$ cat src/inc/pie_pkg.sv
// shared constants for the peripheral interrupt enable block
package pie_pkg;

   // bus, register and status widths
   localparam int unsigned DATA_W = 32;
   localparam int unsigned ADR_W = 8;
   localparam int unsigned REG_W = 8;
   localparam int unsigned ST_W = 4;

   // register byte offsets
   localparam logic [7:0] OFS_ENABLE_ONE = 8'h00;
   localparam logic [7:0] OFS_ENABLE_TWO = 8'h04;
   localparam logic [7:0] OFS_CORE_CTRL = 8'h08;
   localparam logic [7:0] OFS_STATUS = 8'h0C;
   localparam logic [7:0] OFS_MASK = 8'h10;

   // implemented storage per register
   localparam logic [7:0] ENABLE_ONE_IMPL = 8'hFF;
   localparam logic [7:0] ENABLE_TWO_IMPL = 8'h4E;
   localparam logic [7:0] CORE_CTRL_IMPL = 8'h01;

   // values after reset
   localparam logic [7:0] ENABLE_RESET = 8'h00;
   localparam logic [3:0] STATUS_RESET = 4'h0;
   localparam logic [31:0] READ_ZERO = 32'h0000_0000;

   // field positions
   localparam int unsigned CONV_BIT = 6;
   localparam int unsigned RX_BIT = 5;
   localparam int unsigned CONV2_BIT = 6;
   localparam int unsigned MASTER_BIT = 0;

   // status and mask field positions
   localparam int unsigned ST_ANY = 0;
   localparam int unsigned ST_CONV = 1;
   localparam int unsigned ST_CONV2 = 2;
   localparam int unsigned ST_RX = 3;

endpackage

$ cat src/logic/enable_reg.sv
// one 8-bit enable register with implemented-bit mask and request gating
`timescale 1ns/1ps
module enable_reg
   import pie_pkg::*;
#(
   parameter logic [7:0] IMPL_MASK = 8'hFF,
   parameter logic [7:0] RESET_VAL = 8'h00
) (
   // clock and reset
   input wire logic clk_i,
   input wire logic rst_i,
   // software write
   input wire logic wr_i,
   input wire logic [7:0] wdata_i,
   // request gating
   input wire logic [7:0] req_i,
   output logic [7:0] en_o,
   output logic [7:0] gated_o
);

   logic [7:0] en_q;
   logic [7:0] en_d;

   // unimplemented positions never store a one
   assign en_d = wr_i ? (wdata_i & IMPL_MASK) : en_q;

   // enable storage, loaded with RESET_VAL under the implemented mask by any reset
   always_ff @(posedge clk_i) begin
      if (rst_i) begin
         en_q <= RESET_VAL & IMPL_MASK;
      end else begin
         en_q <= en_d;
      end
   end

   // a request passes only where its enable is one
   assign gated_o = req_i & en_q;
   assign en_o = en_q;

endmodule

$ cat src/logic/periph_irq_enable.sv
// peripheral interrupt enable registers with wishbone access and core request
//
// Function
// - Bit six of the first enable register passes the converter request when one and blocks it when zero.
// - Bit six of the second enable register passes the second converter request when one and blocks it when zero.
// - Bit five of the first enable register passes the serial receive request when one and blocks it when zero.
// - Bits seven, five, four and zero of the second enable register store nothing, read as zero and ignore writes.
//
// Implementation choices: the address map and the Wishbone register port.
`timescale 1ns/1ps
module periph_irq_enable
   import pie_pkg::*;
(
   // clock and reset
   input wire logic clk_i,
   input wire logic rst_i,
   // wishbone slave
   input wire logic cyc_i,
   input wire logic stb_i,
   input wire logic we_i,
   input wire logic [ADR_W-1:0] adr_i,
   input wire logic [3:0] sel_i,
   input wire logic [DATA_W-1:0] dat_i,
   output logic [DATA_W-1:0] dat_o,
   output logic ack_o,
   // peripheral requests, same clock domain
   input wire logic [REG_W-1:0] req_one_i,
   input wire logic [REG_W-1:0] req_two_i,
   // gated requests and core request
   output logic [REG_W-1:0] gated_one_o,
   output logic [REG_W-1:0] gated_two_o,
   output logic periph_irq_o,
   // masked status interrupt
   output logic irq_o
);

   // bus and register state
   logic ack_q;
   logic [DATA_W-1:0] dat_q;
   logic [REG_W-1:0] core_ctrl_q;
   logic [ST_W-1:0] mask_q;
   logic [REG_W-1:0] gated_one_q;
   logic [REG_W-1:0] gated_two_q;
   logic periph_irq_q;
   logic irq_q;

   // combinational nets
   logic req_hit;
   logic req_new;
   logic wr_take;
   logic hit_one;
   logic hit_two;
   logic hit_core;
   logic hit_status;
   logic hit_mask;
   logic [REG_W-1:0] en_one;
   logic [REG_W-1:0] en_two;
   logic [REG_W-1:0] gated_one;
   logic [REG_W-1:0] gated_two;
   logic [DATA_W-1:0] rd_word;
   logic master_en;
   logic periph_irq_d;
   logic [ST_W-1:0] ev_set;
   logic [ST_W-1:0] ev_clr;
   logic [ST_W-1:0] status;

   // address decode on word boundaries
   assign hit_one = (adr_i[7:2] == OFS_ENABLE_ONE[7:2]);
   assign hit_two = (adr_i[7:2] == OFS_ENABLE_TWO[7:2]);
   assign hit_core = (adr_i[7:2] == OFS_CORE_CTRL[7:2]);
   assign hit_status = (adr_i[7:2] == OFS_STATUS[7:2]);
   assign hit_mask = (adr_i[7:2] == OFS_MASK[7:2]);

   // a cycle is new until acked; a write lands on the edge that samples ack
   assign req_hit = cyc_i & stb_i;
   assign req_new = req_hit & ~ack_q;
   assign wr_take = req_hit & we_i & ack_q & sel_i[0];

   // first enable register, all eight bits stored
   enable_reg #(
      .IMPL_MASK(ENABLE_ONE_IMPL),
      .RESET_VAL(ENABLE_RESET)
   ) u_enable_one (
      .clk_i(clk_i),
      .rst_i(rst_i),
      .wr_i(wr_take & hit_one),
      .wdata_i(dat_i[7:0]),
      .req_i(req_one_i),
      .en_o(en_one),
      .gated_o(gated_one)
   );

   // second enable register, unimplemented bits masked off
   enable_reg #(
      .IMPL_MASK(ENABLE_TWO_IMPL),
      .RESET_VAL(ENABLE_RESET)
   ) u_enable_two (
      .clk_i(clk_i),
      .rst_i(rst_i),
      .wr_i(wr_take & hit_two),
      .wdata_i(dat_i[7:0]),
      .req_i(req_two_i),
      .en_o(en_two),
      .gated_o(gated_two)
   );

   // core control holds the peripheral master enable
   always_ff @(posedge clk_i) begin
      if (rst_i) begin
         core_ctrl_q <= ENABLE_RESET;
      end else if (wr_take & hit_core) begin
         core_ctrl_q <= dat_i[7:0] & CORE_CTRL_IMPL;
      end
   end

   assign master_en = core_ctrl_q[MASTER_BIT];

   // the core sees a request only behind the master enable
   assign periph_irq_d = master_en & (|gated_one | |gated_two);

   // registered gated requests toward the core
   always_ff @(posedge clk_i) begin
      if (rst_i) begin
         gated_one_q <= ENABLE_RESET;
         gated_two_q <= ENABLE_RESET;
         periph_irq_q <= 1'b0;
      end else begin
         gated_one_q <= gated_one;
         gated_two_q <= gated_two;
         periph_irq_q <= periph_irq_d;
      end
   end

   // events are rising edges of the gated lines
   assign ev_set[ST_ANY] = periph_irq_d & ~periph_irq_q;
   assign ev_set[ST_CONV] = gated_one[CONV_BIT] & ~gated_one_q[CONV_BIT];
   assign ev_set[ST_CONV2] = gated_two[CONV2_BIT] & ~gated_two_q[CONV2_BIT];
   assign ev_set[ST_RX] = gated_one[RX_BIT] & ~gated_one_q[RX_BIT];
   assign ev_clr = (wr_take & hit_status) ? dat_i[ST_W-1:0] : '0;

   // sticky status, write one to clear
   sticky_status #(
      .W(ST_W)
   ) u_status (
      .clk_i(clk_i),
      .rst_i(rst_i),
      .set_i(ev_set),
      .clr_i(ev_clr),
      .flag_o(status)
   );

   // interrupt mask and level output
   always_ff @(posedge clk_i) begin
      if (rst_i) begin
         mask_q <= STATUS_RESET;
         irq_q <= 1'b0;
      end else begin
         if (wr_take & hit_mask) begin
            mask_q <= dat_i[ST_W-1:0];
         end
         irq_q <= |(status & mask_q);
      end
   end

   // read selection; unmapped words and reserved bits read zero
   assign rd_word = hit_one ? {24'h00_0000, en_one} :
      hit_two ? {24'h00_0000, en_two} :
      hit_core ? {24'h00_0000, core_ctrl_q} :
      hit_status ? {28'h000_0000, status} :
      hit_mask ? {28'h000_0000, mask_q} :
      READ_ZERO;

   // one-cycle ack, data captured with it
   always_ff @(posedge clk_i) begin
      if (rst_i) begin
         ack_q <= 1'b0;
         dat_q <= READ_ZERO;
      end else begin
         ack_q <= req_new;
         if (req_new) begin
            dat_q <= rd_word;
         end
      end
   end

   // outputs straight from flip-flops
   assign dat_o = dat_q;
   assign ack_o = ack_q;
   assign gated_one_o = gated_one_q;
   assign gated_two_o = gated_two_q;
   assign periph_irq_o = periph_irq_q;
   assign irq_o = irq_q;
endmodule

$ cat src/logic/sticky_status.sv
// sticky event flags, write one to clear, a new event beats the clear
`timescale 1ns/1ps
module sticky_status
   import pie_pkg::*;
#(
   parameter int unsigned W = 4
) (
   // clock and reset
   input wire logic clk_i,
   input wire logic rst_i,
   // events and clears
   input wire logic [W-1:0] set_i,
   input wire logic [W-1:0] clr_i,
   output logic [W-1:0] flag_o
);

   logic [W-1:0] flag_q;
   logic [W-1:0] flag_d;

   // set is applied after clear so a same-cycle event survives
   assign flag_d = (flag_q & ~clr_i) | set_i;

   // flag storage
   always_ff @(posedge clk_i) begin
      if (rst_i) begin
         flag_q <= '0;
      end else begin
         flag_q <= flag_d;
      end
   end

   assign flag_o = flag_q;

endmodule

$ cat config.mk
export PLATFORM = sky130hd
export DESIGN_NAME = periph_irq_enable
export DESIGN_NICKNAME = d
export VERILOG_FILES = /design/src/inc/pie_pkg.sv /design/src/logic/enable_reg.sv /design/src/logic/periph_irq_enable.sv /design/src/logic/sticky_status.sv
export SDC_FILE = /design/constraint.sdc
export NUM_CORES = 1
export LEC_CHECK = 0
export ABC_AREA = 1
export ABC_CLOCK_PERIOD_IN_PS = 3500
export BUFFER_PORTS_ARGS = -buffer_cell sky130_fd_sc_hd__clkbuf_2
export CORE_ASPECT_RATIO = 0.6
export CORE_MARGIN = 3
export CORE_UTILIZATION = 47
export CTS_CLUSTER_SIZE = 10
export DETAILED_ROUTE_END_ITERATION = 7
export PLACE_DENSITY = 0.95
export SETUP_SLACK_MARGIN = 0.2
export SLEW_MARGIN = 15
export SYNTH_ARGS = -nofsm -noshare
export SYNTH_HDL_FRONTEND = slang
export SYNTH_SLANG_ARGS = --single-unit
$ cat constraint.sdc
create_clock -name clk_i -period 3.5 [get_ports clk_i]
set_clock_uncertainty 0.2 [all_clocks]
set_input_delay 0 -clock clk_i [delete_from_list [all_inputs] [get_ports clk_i]]
set_output_delay 0 -clock clk_i [all_outputs]
set_load 0.05 [all_outputs]
# [Yosys cells after proc, flatten, opt, wreduce, memory -nomap -nowiden]
# Index checks and enable logic that the tools add are counted.
[word_totals] input_bits=65 output_inout_bits=51 register_bits=72
[op_classes] reduce_logical=4 eq_ne=4 n_bitwise=27 mux=6
[ops] operator="$mux 4" n=4
[ops] operator="$reduce_or 8->1" n=2
[ops] operator="$and 1x1->1" n=15
[ops] operator="$eq 6x2->1 const B" n=2
[ops] operator="$and 4x4->4" n=2
[ops] operator="$and 8x7->8" n=1
[ops] operator="$and 8x8->8" n=1
[ops] operator="$mux 8" n=1
[ops] operator="$mux 7" n=1
[ops] operator="$eq 6x1->1 const B" n=1
[ops] operator="$eq 6x3->1 const B" n=1
[ops] operator="$logic_not 6->1" n=1
[ops] operator="$not 1->1" n=5
[ops] operator="$not 4->4" n=1
[ops] operator="$or 4x4->4" n=1
[ops] operator="$reduce_or 4->1" n=1
[ops] operator="$or 1x1->1" n=1

# [Longest topological paths before layout]
# Gate-level depths: netlist of run 1.
[logic_depth] depth_word=9 mapped_depth=8 mapped_depth_nobuf=8

# [Hierarchy]
# From an unflattened synthesis of run 1, not the netlist that was laid out.
[hier_totals] hier_cells=341 hier_area_um2=2392.3
[by_module_without_submodules] module="periph_irq_enable" area_each_um2=1537.7 instances=1 cells_per_inst=211 seq_area_each_um2=640.6
[by_module_without_submodules] module="enable_reg at u_enable_one" area_each_um2=442.9 instances=1 cells_per_inst=67 seq_area_each_um2=160.2
[by_module_without_submodules] module="enable_reg at u_enable_two" area_each_um2=266.5 instances=1 cells_per_inst=43 seq_area_each_um2=80.1
[by_module_without_submodules] module="sticky_status" area_each_um2=145.1 instances=1 cells_per_inst=20 seq_area_each_um2=80.1

# [Worst setup path before layout of run 1]
# OpenSTA, ideal clock, no wires.
[synth_path] kind="register -> register" from="reg ack_q (netlist: ack_o)" to="reg u_status.flag_q[3] (netlist: u_status.flag_o[3])" required_ps=3172 path_buffers=0 period_less_slack_ps=1716 t_arrival_ps=1389 path_stages_with_launch=6 path_slack_ps=1784 cell_sequence="dfxtp_1 nand4_4 nor2_1 nand2_1 a21oi_1 nor2_1"
[synth_between] elab_chain_len=7
[synth_rtl] element="from (decl)" line_no="periph_irq_enable.sv:38" rtl="logic ack_q;"
[synth_rtl] element="from (signal assigned)" line_no="periph_irq_enable.sv:179" rtl="ack_q <= req_new;"
[synth_rtl] element="$and 1x1->1 (2 in a row)" line_no="periph_irq_enable.sv:77" rtl="assign wr_take = req_hit & we_i & ack_q & sel_i[0];"
[synth_rtl] element="$and 1x1->1" line_no="periph_irq_enable.sv:139" rtl="assign ev_clr = (wr_take & hit_status) ? dat_i[ST_W-1:0] : '0;"
[synth_rtl] element="$mux 4" line_no="periph_irq_enable.sv:139"
[synth_rtl] element="$not 4->4" line_no="sticky_status.sv:21" rtl="assign flag_d = (flag_q & ~clr_i) | set_i;"
[synth_rtl] element="$and 4x4->4" line_no="sticky_status.sv:21"
[synth_rtl] element="$or 4x4->4" line_no="sticky_status.sv:21"
[synth_rtl] element="to (signal assigned)" line_no="sticky_status.sv:28" rtl="flag_q <= flag_d;"
[synth_rtl] element="to (decl)" line_no="sticky_status.sv:17" rtl="logic [W-1:0] flag_q;"
# Every way passes these cells.
# A chain may end at the register's enable or synchronous reset.

# [Final worst setup path of run 1]
[layout_path] from="in adr_i[6]" to="reg dat_q[6] (netlist: dat_o[6])"
[layout_between] elab_chain_len=3 elab_cells_between_ends=4
[layout_rtl] element="from (decl)" line_no="periph_irq_enable.sv:21" rtl="input wire logic [ADR_W-1:0] adr_i,"
[layout_rtl] element="$eq 6x1->1" line_no="periph_irq_enable.sv:69" rtl="assign hit_two = (adr_i[7:2] == OFS_ENABLE_TWO[7:2]);"
[layout_rtl] element="$mux 7" line_no="periph_irq_enable.sv:167" rtl="hit_two ? {24'h00_0000, en_two} :"
[layout_rtl] element="$mux 8 *" line_no="periph_irq_enable.sv:166" rtl="assign rd_word = hit_one ? {24'h00_0000, en_one} :"
[layout_rtl] element="to (signal assigned)" line_no="periph_irq_enable.sv:181" rtl="dat_q <= rd_word;"
[layout_rtl] element="to (decl)" line_no="periph_irq_enable.sv:39" rtl="logic [DATA_W-1:0] dat_q;"
# Mark *: on every way between the ends. The rest lies on a longest branch, timed or not.

==> results of run 1 <==
==> per-layer routing <==
metal | wire (µm) | part of all wire, % | up-vias | global-route usage, %
met4 | 85 | 1.6 | 0 | 5.79
met1 | 2370 | 44 | 884 | 27.6
met3 | 491 | 9.1 | 11 | 6.46
met5 | 0 | 0 | - | 0
li1 | - | - | 982 | -
met2 | 2430 | 45 | 109 | 31.7
==> layout by cell type (no fill, tap or decap) <==
| master | synthesis | final |
|---|---|---|
| nand3_1 | 1 | 1 |
| nor2_1 | 57 | 57 |
| o21ai_1 | 3 | 3 |
| nand3_2 | 3 | 3 |
| o21ai_2 | 2 | 2 |
| dlygate4sd3_1 | 0 | 31 |
| nor2_4 | 5 | 5 |
| a221oi_1 | 1 | 1 |
| clkinv_2 | 0 | 1 |
| nand3_4 | 1 | 1 |
| dfxtp_1 | 44 | 44 |
| a21o_1 | 1 | 1 |
| inv_1 | 25 | 25 |
| nand2_1 | 37 | 37 |
| o21ai_0 | 20 | 20 |
| inv_2 | 1 | 1 |
| bufinv_16 | 0 | 1 |
| clkbuf_2 | 0 | 54 |
| nor3_1 | 4 | 4 |
| nand4_4 | 1 | 1 |
| clkbuf_8 | 0 | 5 |
| conb_1 | 1 | 28 |
| clkinvlp_4 | 0 | 1 |
| a21oi_1 | 22 | 22 |
| nand4_1 | 4 | 4 |
| nor2_2 | 1 | 1 |
| or2_2 | 1 | 1 |
| a21oi_2 | 2 | 2 |
==> cell usage after synthesis <==
cell type   n
o21ai_0    20
nand4_1     4
conb_1      1
nor2_1     57
or2_2       1
inv_1      25
a21o_1      1
o21ai_1     3
o21ai_2     2
clkbuf_4    1
nand3_1     1
nor2_4      5
nand3_4     1
dfxtp_1    44
inv_2       1
a21oi_2     2
nand3_2     3
nand2_1    37
buf_2       1
clkbuf_1    3
nor3_1      4
nand4_4     1
buf_8       1
nor2_2      1
a221oi_1    1
a21oi_1    22
buf_4      28
==> flip-flops by register name, indices dropped and copies added, names as in the netlist <==
name               flops
dat_o                  8
u_enable_two.en_o      4
irq_o                  1
u_status.flag_o        4
mask_q                 4
ack_o                  1
gated_one_o            8
u_enable_one.en_o      8
periph_irq_o           1
core_ctrl_q            1
gated_two_o            4
==> power by group through the flow <==
| stage | clock (mW) | combinational, mW | sequential (mW) |
|---|---|---|---|
| after floorplan | 0 | 0.118 | 0.532 |
| after global placement | 0 | 0.137 | 0.518 |
| after detailed placement | 0 | 0.138 | 0.518 |
| after CTS | 0.391 | 0.162 | 0.506 |
| after global routing | 0.418 | 0.172 | 0.507 |
| final | 0.385 | 0.164 | 0.506 |
==> stage by stage <==
step           area [µm²]  total power, mW
6_report             2660             1.06
5_1_grt              2660             1.10
4_1_cts              2660             1.06
3_5_place_dp         2240            0.656
3_3_place_gp         2240            0.655
2_1_floorplan        2150            0.650
==> cell families (layout without fill, tap and decap cells) <==
| kind of cell | after synthesis | in the layout | share of synthesized area, % |
|---|---|---|---|
| buffers and inverters | 60 | 119 | 16.9 |
| and+or+nand+nor | 115 | 115 | 26.4 |
| other | 1 | 28 | 0.183 |
| AOI/OAI and AO/OA | 51 | 51 | 13.5 |
| DFF | 44 | 44 | 43.0 |
==> layout make-up <==
type,count,area [µm²],area share [%]
Multi-Input combinational cell,194,922,34.6
Clock inverter,3,42.5,1.60
Inverter,26,97.6,3.66
Sequential cell,44,881,33.1
Clock buffer,5,68.8,2.58
Tap cell,57,71.3,2.68
Timing Repair Buffer,85,581,21.8
==> worst min path at each step <==
stage | endpoint | cells past startpoint | slack, ns | start
after floorplan | core_ctrl_q[0] | 1 | -0.13 | rst_i
after global placement | u_enable_one.en_o[7] | 3 | 0.04 | dat_i[7]
after detailed placement | gated_one_o[1] | 3 | 0.03 | req_one_i[1]
after CTS | dat_o[1] | 2 | 0.0009 | rst_i
after global routing | dat_o[3] | 2 | 0.03 | rst_i
final | gated_one_o[1] | 2 | -0.0005 | rst_i
==> repair_timing <==
item	in CTS	in global routing
hold buffers	31	0
gates resized for setup	0	0
hold endpoints to repair	36	0
==> run_results.csv, run 1 <==
group,metric,value,unit
critical_path,start_kind,"input port",
pwr,peakVddDrop,0.227,mV
global_routing,grt_first_pass_wirelength,8.45,mm
critical_path,worstSetupStartpoint,"adr_i[6]",
route,ant_nets,0,
pwr,switchingPower,0.298,mW
critical_path,r2r-end,"u_status.flag_o[2]",
synth,synth_top_area_share,43.0,%
critical_path,crit_chain,"dlygate4sd3_1, clkbuf_2, nor2_4, dlygate4sd3_1, nand4_1, dlygate4sd3_1, a21o_1, inv_1",
route,wl_per_cell,13.0,µm
layout,nets,421,
floorplanning,core,0.00391,mm²
critical_path,cp_top_family,"buffers and inverters",
route,dr.pass1.iters,5,
timing,hold_ws,-0.000538,ns
floorplanning,rows,17,
pwr,internal_power,0.757,mW
timing,setup_viol,0,
route,finalWirelength,5.37,mm
cts,path_clk_slew,0.08,ns
placement,place_inst,375,
critical_path,end_kind,"flip-flop",
timing,hold_viol,2,
critical_path,worst-path-stages,8,
critical_path,regToRegStartpoint,"ack_o",
floorplanning,die_height,57.1,µm
hold_path,min_path_type,"input port to flip-flop",
cts,cts_buffer_depth,2,
synth,ys_seq_area_share,43.0,%
layout,drive_gt1_share,22.1,%
pwr,leakage,1.23,nW
timing,worstMarginPinSlew,0.629,ns
timing,fmax,427,MHz
pwr,seqPwrFrac,48.0,%
critical_path,critPathKind,"input port to flip-flop",
pwr,power_density,396,mW/mm²
synth,yosysTopAreaCell,"dfxtp_1",
layout,fill_cells,341,
critical_path,cp_num_buf_inv,5,
synth,syn_area,0.00205,mm²
pwr,combPwrFrac,15.6,%
critical_path,cp-endpoint,"dat_o[6]",
synth,synth.distinct_cells,27,
timing,slew_headroom,58.0,%
timing,drv_slew,0,
layout,area_growth,30.1,%
cts,htree_levels,2,
global_routing,grt_max_degree,24,
pwr,p_clk_share,36.5,%
status,status,"finished with violations",
flow_run,drv_cap,0,
global_routing,grt_usage,20.4,%
synth,yosys_warnings,0,
critical_path,arrival,2.40,ns
layout,fin_util,68.1,%
layout,n_antenna_cell,0,
route,drt_iter0_markers,202,
placement,io_buffers,54,
placement,post-place-ws,1.95,ns
cts,insertion_delay,0.30,ns
synth,syn_inst,271,
pwr,netSwitchingFraction,28.2,%
status,violations,"negative hold slack",
route,via_per_inst,4.80,
floorplanning,die_area,0.00521,mm²
global_routing,grt_pass1_vias,1731,
timing,setup_tns,0,ns
critical_path,worstPathRequired,3.55,ns
timing,post-route-min-period,2.34,ns
critical_path,crit_fanout,7,
route,drc,0,
critical_path,max_stage_delay,0.61,ns
global_routing,antenna_found_initial,0,
floorplanning,die_x,91.2,µm
synth,ys_top_cells_by_area,"dfxtp_1, nor2_1, buf_4, nand2_1, a21oi_1",
cts,clock-root-buffer,"clkbuf_8",
layout,finalNonFillerCells,414,
synth,syn_avg_cell_area,7.56,µm²
floorplanning,start_util,52.3,%
placement,dp_hpwl,3.88,mm
timing,setup_ws,1.16,ns
synth,synth-seq-cells,44,
timing,fin_crit_sh,67.0,%
critical_path,critPathSlowestCell,"dlygate4sd3_1",
global_routing,overflow,0,
route,vias,1986,
timing,rsz0062_at_grt,"false",
critical_path,reg2reg_depth,6,
cts,numCtsBuffers,5,
critical_path,r2r_slack,1.39,ns
critical_path,cpMostUsedCell,"dlygate4sd3_1",
cts,cts_tree,"built",
placement,gp_congestion,0.900,
floorplanning,io_pins,116,
cts,clock-sinks,44,
cts,post_cts_buffers,0,
Power figures use the tool's default switching activity.
==> run 2, diff against run 1 <==
ABC_CLOCK_PERIOD_IN_PS = 2200   (was 3500)
CORE_UTILIZATION = 44   (was 47)
PLACE_DENSITY = 0.9   (was 0.95)
clock period = 2.2 ns   (was 3.5 ns; I/O delays follow)
==> run 2 against run 1 <==
Non-clock buffer count increased by 13. Largest cell class unchanged. Global-route usage increased by 0.35 points. The flow now finishes without violations. Via count increased by 4.9%. Combinational power increased by 62%. Total power increased by 50%. Worst setup slack got worse by 0.88 ns. Clock power increased by 33%. Die area increased by 6.2%. Sequential power increased by 59%. Cell count increased by 3.9%. Final area increased by 4.0%. First-iteration DRC count increased by 7.4%.
==> run_results.csv, run 2 (synthesized netlist as in run 1, its figures left out) <==
group,metric,value,unit
cts,clock-sinks,44,
placement,gp_congestion,0.895,
route,dr.pass1.iters,5,
route,finalWirelength,5.75,mm
global_routing,grt_first_pass_wirelength,8.70,mm
cts,numCtsBuffers,5,
global_routing,grt_usage,20.8,%
critical_path,start_kind,"input port",
critical_path,arrival,1.96,ns
pwr,peakVddDrop,0.298,mV
timing,hold_viol,0,
global_routing,overflow,0,
route,drt_iter0_markers,217,
pwr,total_power,1.58,mW
critical_path,crit_fanout,7,
cts,cts_tree,"built",
timing,fmax,520,MHz
timing,fin_crit_sh,87.4,%
global_routing,grt_pass1_vias,1771,
placement,io_buffers,54,
layout,drive_gt1_share,21.6,%
pwr,leakage,1.32,nW
cts,post_cts_buffers,0,
timing,rsz0062_at_grt,"false",
timing,setup_viol,0,
flow_run,drv_cap,0,
global_routing,grt_max_degree,23,
cts,clock-root-buffer,"clkbuf_8",
floorplanning,die_area,0.00554,mm²
critical_path,critPathKind,"input port to flip-flop",
timing,setup_tns,0,ns
floorplanning,start_util,47.6,%
floorplanning,die_height,58.9,µm
cts,cts_buffer_depth,2,
floorplanning,io_pins,116,
layout,n_antenna_cell,0,
global_routing,antenna_found_initial,0,
floorplanning,core,0.00430,mm²
floorplanning,die_x,94.1,µm
layout,nets,434,
timing,post-route-min-period,1.92,ns
cts,ctsResizeCount,0,
timing,setup_ws,0.276,ns
pwr,power_density,571,mW/mm²
floorplanning,rows,18,
layout,mostFrequentLayoutCell,"nor2_1",
cts,htree_levels,2,
placement,post-place-ws,0.663,ns
route,via_per_inst,4.85,
route,ant_nets,0,
critical_path,worstPathRequired,2.24,ns
cts,insertion_delay,0.31,ns
timing,slew_headroom,57.7,%
timing,worstMarginPinSlew,0.634,ns
route,wl_per_cell,13.4,µm
status,status,"complete, no violations",
critical_path,end_kind,"flip-flop",
route,drc,0,
cts,cts_hold_buf,43,
hold_path,min_path_type,"input port to flip-flop",
cts,path_clk_slew,0.09,ns
timing,drv_slew,0,
layout,area_growth,35.3,%
placement,dp_hpwl,3.80,mm
layout,final_cell_mix,"nor2_1, clkbuf_2, dfxtp_1, dlygate4sd3_1, nand2_1",
route,vias,2084,
run 2: final timing paths:
kind	slack, ns	end	start	cells past startpoint
max reg2reg	0.37	core_ctrl_q[0]	ack_o	5
max	0.28	core_ctrl_q[0]	adr_i[7]	10
min reg2reg	0.25	u_status.flag_o[0]	periph_irq_o	1
min	0.02	u_enable_one.en_o[7]	sel_i[0]	4
run 2: where the power goes:
group          leakage [nW]  internal, mW  switching, mW
Sequential            0.355         0.802        0.00366
Clock                0.0479         0.221          0.290
Combinational         0.919        0.0707          0.195
run 2: through the flow:
stage / area (µm²) / util (%) / cells / hold slack (ns)
after floorplan: 2150 / - / 298 / -0.131
after global placement: 2250 / 52.4 / 379 / 0.0368
after detailed placement: 2250 / 52.4 / 379 / 0.0414
after CTS: 2770 / 64.4 / 430 / 0.00468
after global routing: 2770 / 64.4 / 430 / 0.0419
final: 2770 / 64.4 / 430 / 0.0223
run 2: critical path: stages:
cell and delay, ns:
dlygate4sd3_1 0.53, clkbuf_2 0.12, nor2_4 0.24, nand2_1 0.08, nor2_1 0.10, inv_1 0.07, nor2_1 0.08, nand2_1 0.06
dlygate4sd3_1 0.55, a21oi_1 0.13
run 2: final cells by class:
cell class                 instances  area, µm²
fill                             375       1530
multi-input combinational        194        922
sequential                        44        881
timing repair buffer              98        708
inverter                          26       97.6
tap                               60       75.1
clock buffer                       5       68.8
clock inverter                     3       18.8
run 2: per-layer routing:
layer / routed length [µm] / track usage, % / vias to the layer above
met3: 562 / 6.39 / 22
met1: 2420 / 27.5 / 934
met5: 0 / 0 / -
li1: - / - / 1003
met4: 117 / 4.53 / 0
met2: 2650 / 33.8 / 125
==> run 3, diff against run 2 <==
CELL_PAD_IN_SITES_DETAIL_PLACEMENT = 1   (was default)
CELL_PAD_IN_SITES_GLOBAL_PLACEMENT = 1   (was default)
CORE_UTILIZATION = 30   (was 44)
HOLD_SLACK_MARGIN = 0.03   (was default)
REMOVE_ABC_BUFFERS = 1   (was default)
==> run 3 against run 2 <==
Via count shrank 2.5%. Critical path type unchanged. First-iteration DRC count shrank 69%. Total power grew 26%.
==> run_results.csv, run 3 (synthesized netlist as in run 1, its figures left out) <==
group,metric,value,unit
pwr,peakVddDrop,0.295,mV
floorplanning,die_height,70.0,µm
flow_run,drv_cap,0,
critical_path,worstPathRequired,2.18,ns
route,dr.pass1.iters,4,
pwr,leakage,1.36,nW
layout,area_growth,41.1,%
layout,nets,433,
route,ant_nets,0,
layout,fill_cells,805,
global_routing,grt_usage,16.3,%
critical_path,start_kind,"input port",
route,drt_iter0_markers,67,
route,via_per_inst,4.48,
floorplanning,start_util,32.2,%
timing,fmax,520,MHz
timing,hold_viol,0,
layout,fin_util,45.5,%
status,status,"complete, no violations",
critical_path,critPathSlowestCell,"dlygate4sd3_1",
critical_path,crit_fanout,8,
critical_path,cpMostUsedCell,"dlygate4sd3_1",
cts,htree_levels,2,
critical_path,end_kind,"flip-flop",
cts,path_clk_slew,0.06,ns
global_routing,grt_max_degree,23,
placement,io_buffers,54,
global_routing,grt_first_pass_wirelength,10.2,mm
route,vias,2031,
floorplanning,die_area,0.00789,mm²
route,wl_per_cell,14.4,µm
floorplanning,rows,22,
pwr,power_density,689,mW/mm²
floorplanning,core,0.00636,mm²
layout,multi_input_area,931,µm²
cts,cts_buffer_depth,2,
timing,post-route-min-period,1.92,ns
route,drc,0,
timing,fin_crit_sh,87.4,%
placement,gp_congestion,0.817,
timing,drv_slew,0,
cts,numCtsBuffers,5,
cts,cts_tree,"built",
timing,setup_viol,0,
cts,insertion_delay,0.29,ns
cts,clock-root-buffer,"clkbuf_16",
floorplanning,die_x,113,µm
placement,dp_hpwl,4.74,mm
timing,slew_headroom,59.5,%
global_routing,grt_pass1_vias,2062,
layout,n_antenna_cell,0,
layout,drive_gt1_share,22.5,%
route,finalWirelength,6.51,mm
critical_path,cp_num_buf_inv,3,
critical_path,crit_chain,"dlygate4sd3_1, clkbuf_2, nor2_4, nand3_4, nor3_1, dlygate4sd3_1, nor2_1",
timing,setup_tns,0,ns
timing,rsz0062_at_grt,"true",
hold_path,min_path_type,"input port to flip-flop",
layout,final_cell_mix,"nor2_1, clkbuf_2, dfxtp_1, dlygate4sd3_1, nand2_1",
layout,mostFrequentLayoutCell,"nor2_1",
critical_path,max_stage_delay,0.59,ns
layout,regArea,881,µm²
cts,clock-sinks,44,
timing,worstMarginPinSlew,0.607,ns
critical_path,critPathKind,"input port to flip-flop",
critical_path,cp_top_family,"buffers and inverters",
critical_path,arrival,1.91,ns
global_routing,antenna_found_initial,0,
global_routing,overflow,0,
floorplanning,io_pins,116,
-- run 3: timing repair --
action	CTS	global route
hold buffers	40	0
hold endpoints to repair	40	0
setup buffers	0	2
resized for setup	0	2
endpoints found under the setup margin	0	4
-- run 3: report_power, final --
group,leakage [nW],internal [mW],switching (mW),total (mW)
clock,0.0901,0.598,0.314,0.912
combinational,0.915,0.0720,0.199,0.271
sequential,0.355,0.803,0.00424,0.807
-- run 3: metrics by stage --
step | cells | power (mW) | hold slack, ns | cell area, µm² | setup slack, ns
2_1_floorplan | 264 | 0.988 | -0.131 | 1900 | 0.486
3_3_place_gp | 403 | 1.05 | 0.0352 | 2280 | 0.627
3_5_place_dp | 403 | 1.05 | 0.0471 | 2280 | 0.575
4_1_cts | 451 | 2.00 | 0.0609 | 2870 | 0.234
5_1_grt | 453 | 2.05 | 0.0920 | 2890 | 0.143
6_report | 453 | 1.99 | 0.0699 | 2890 | 0.276
-- run 3: worst register-to-register path, delay by kind of cell (launching register included) --
family	cells	cell delay, ns
AOI/OAI and AO/OA	1	0.11
buffers and inverters	1	0.57
DFF	1	0.38
and+or+nand+nor	3	0.49
-- run 3: layer usage --
layer / vias up / wire (µm) / track usage, %
li1: 993 / - / -
met1: 976 / 3110 / 21.7
met2: 55 / 2950 / 26.2
met3: 7 / 388 / 4.33
met4: 0 / 57 / 4.00
met5: - / 0 / 0
-- run 3: worst paths after layout --
| path | startpoint | end | slack, ns | cells past startpoint |
|---|---|---|---|---|
| max | adr_i[6] | u_enable_one.en_o[5] | 0.28 | 7 |
| min | we_i | u_enable_two.en_o[3] | 0.07 | 4 |
| max reg2reg | ack_o | core_ctrl_q[0] | 0.39 | 5 |
| min reg2reg | dat_o[1] | dat_o[1] | 0.26 | 2 |
-- run 3: area by class of cell --
type	instances	area share [%]
multi-input combinational	194	32.2
sequential	44	30.5
timing repair buffer	97	24.0
clock buffer	7	5.28
tap	84	3.64
inverter	26	3.38
clock inverter	1	1.04
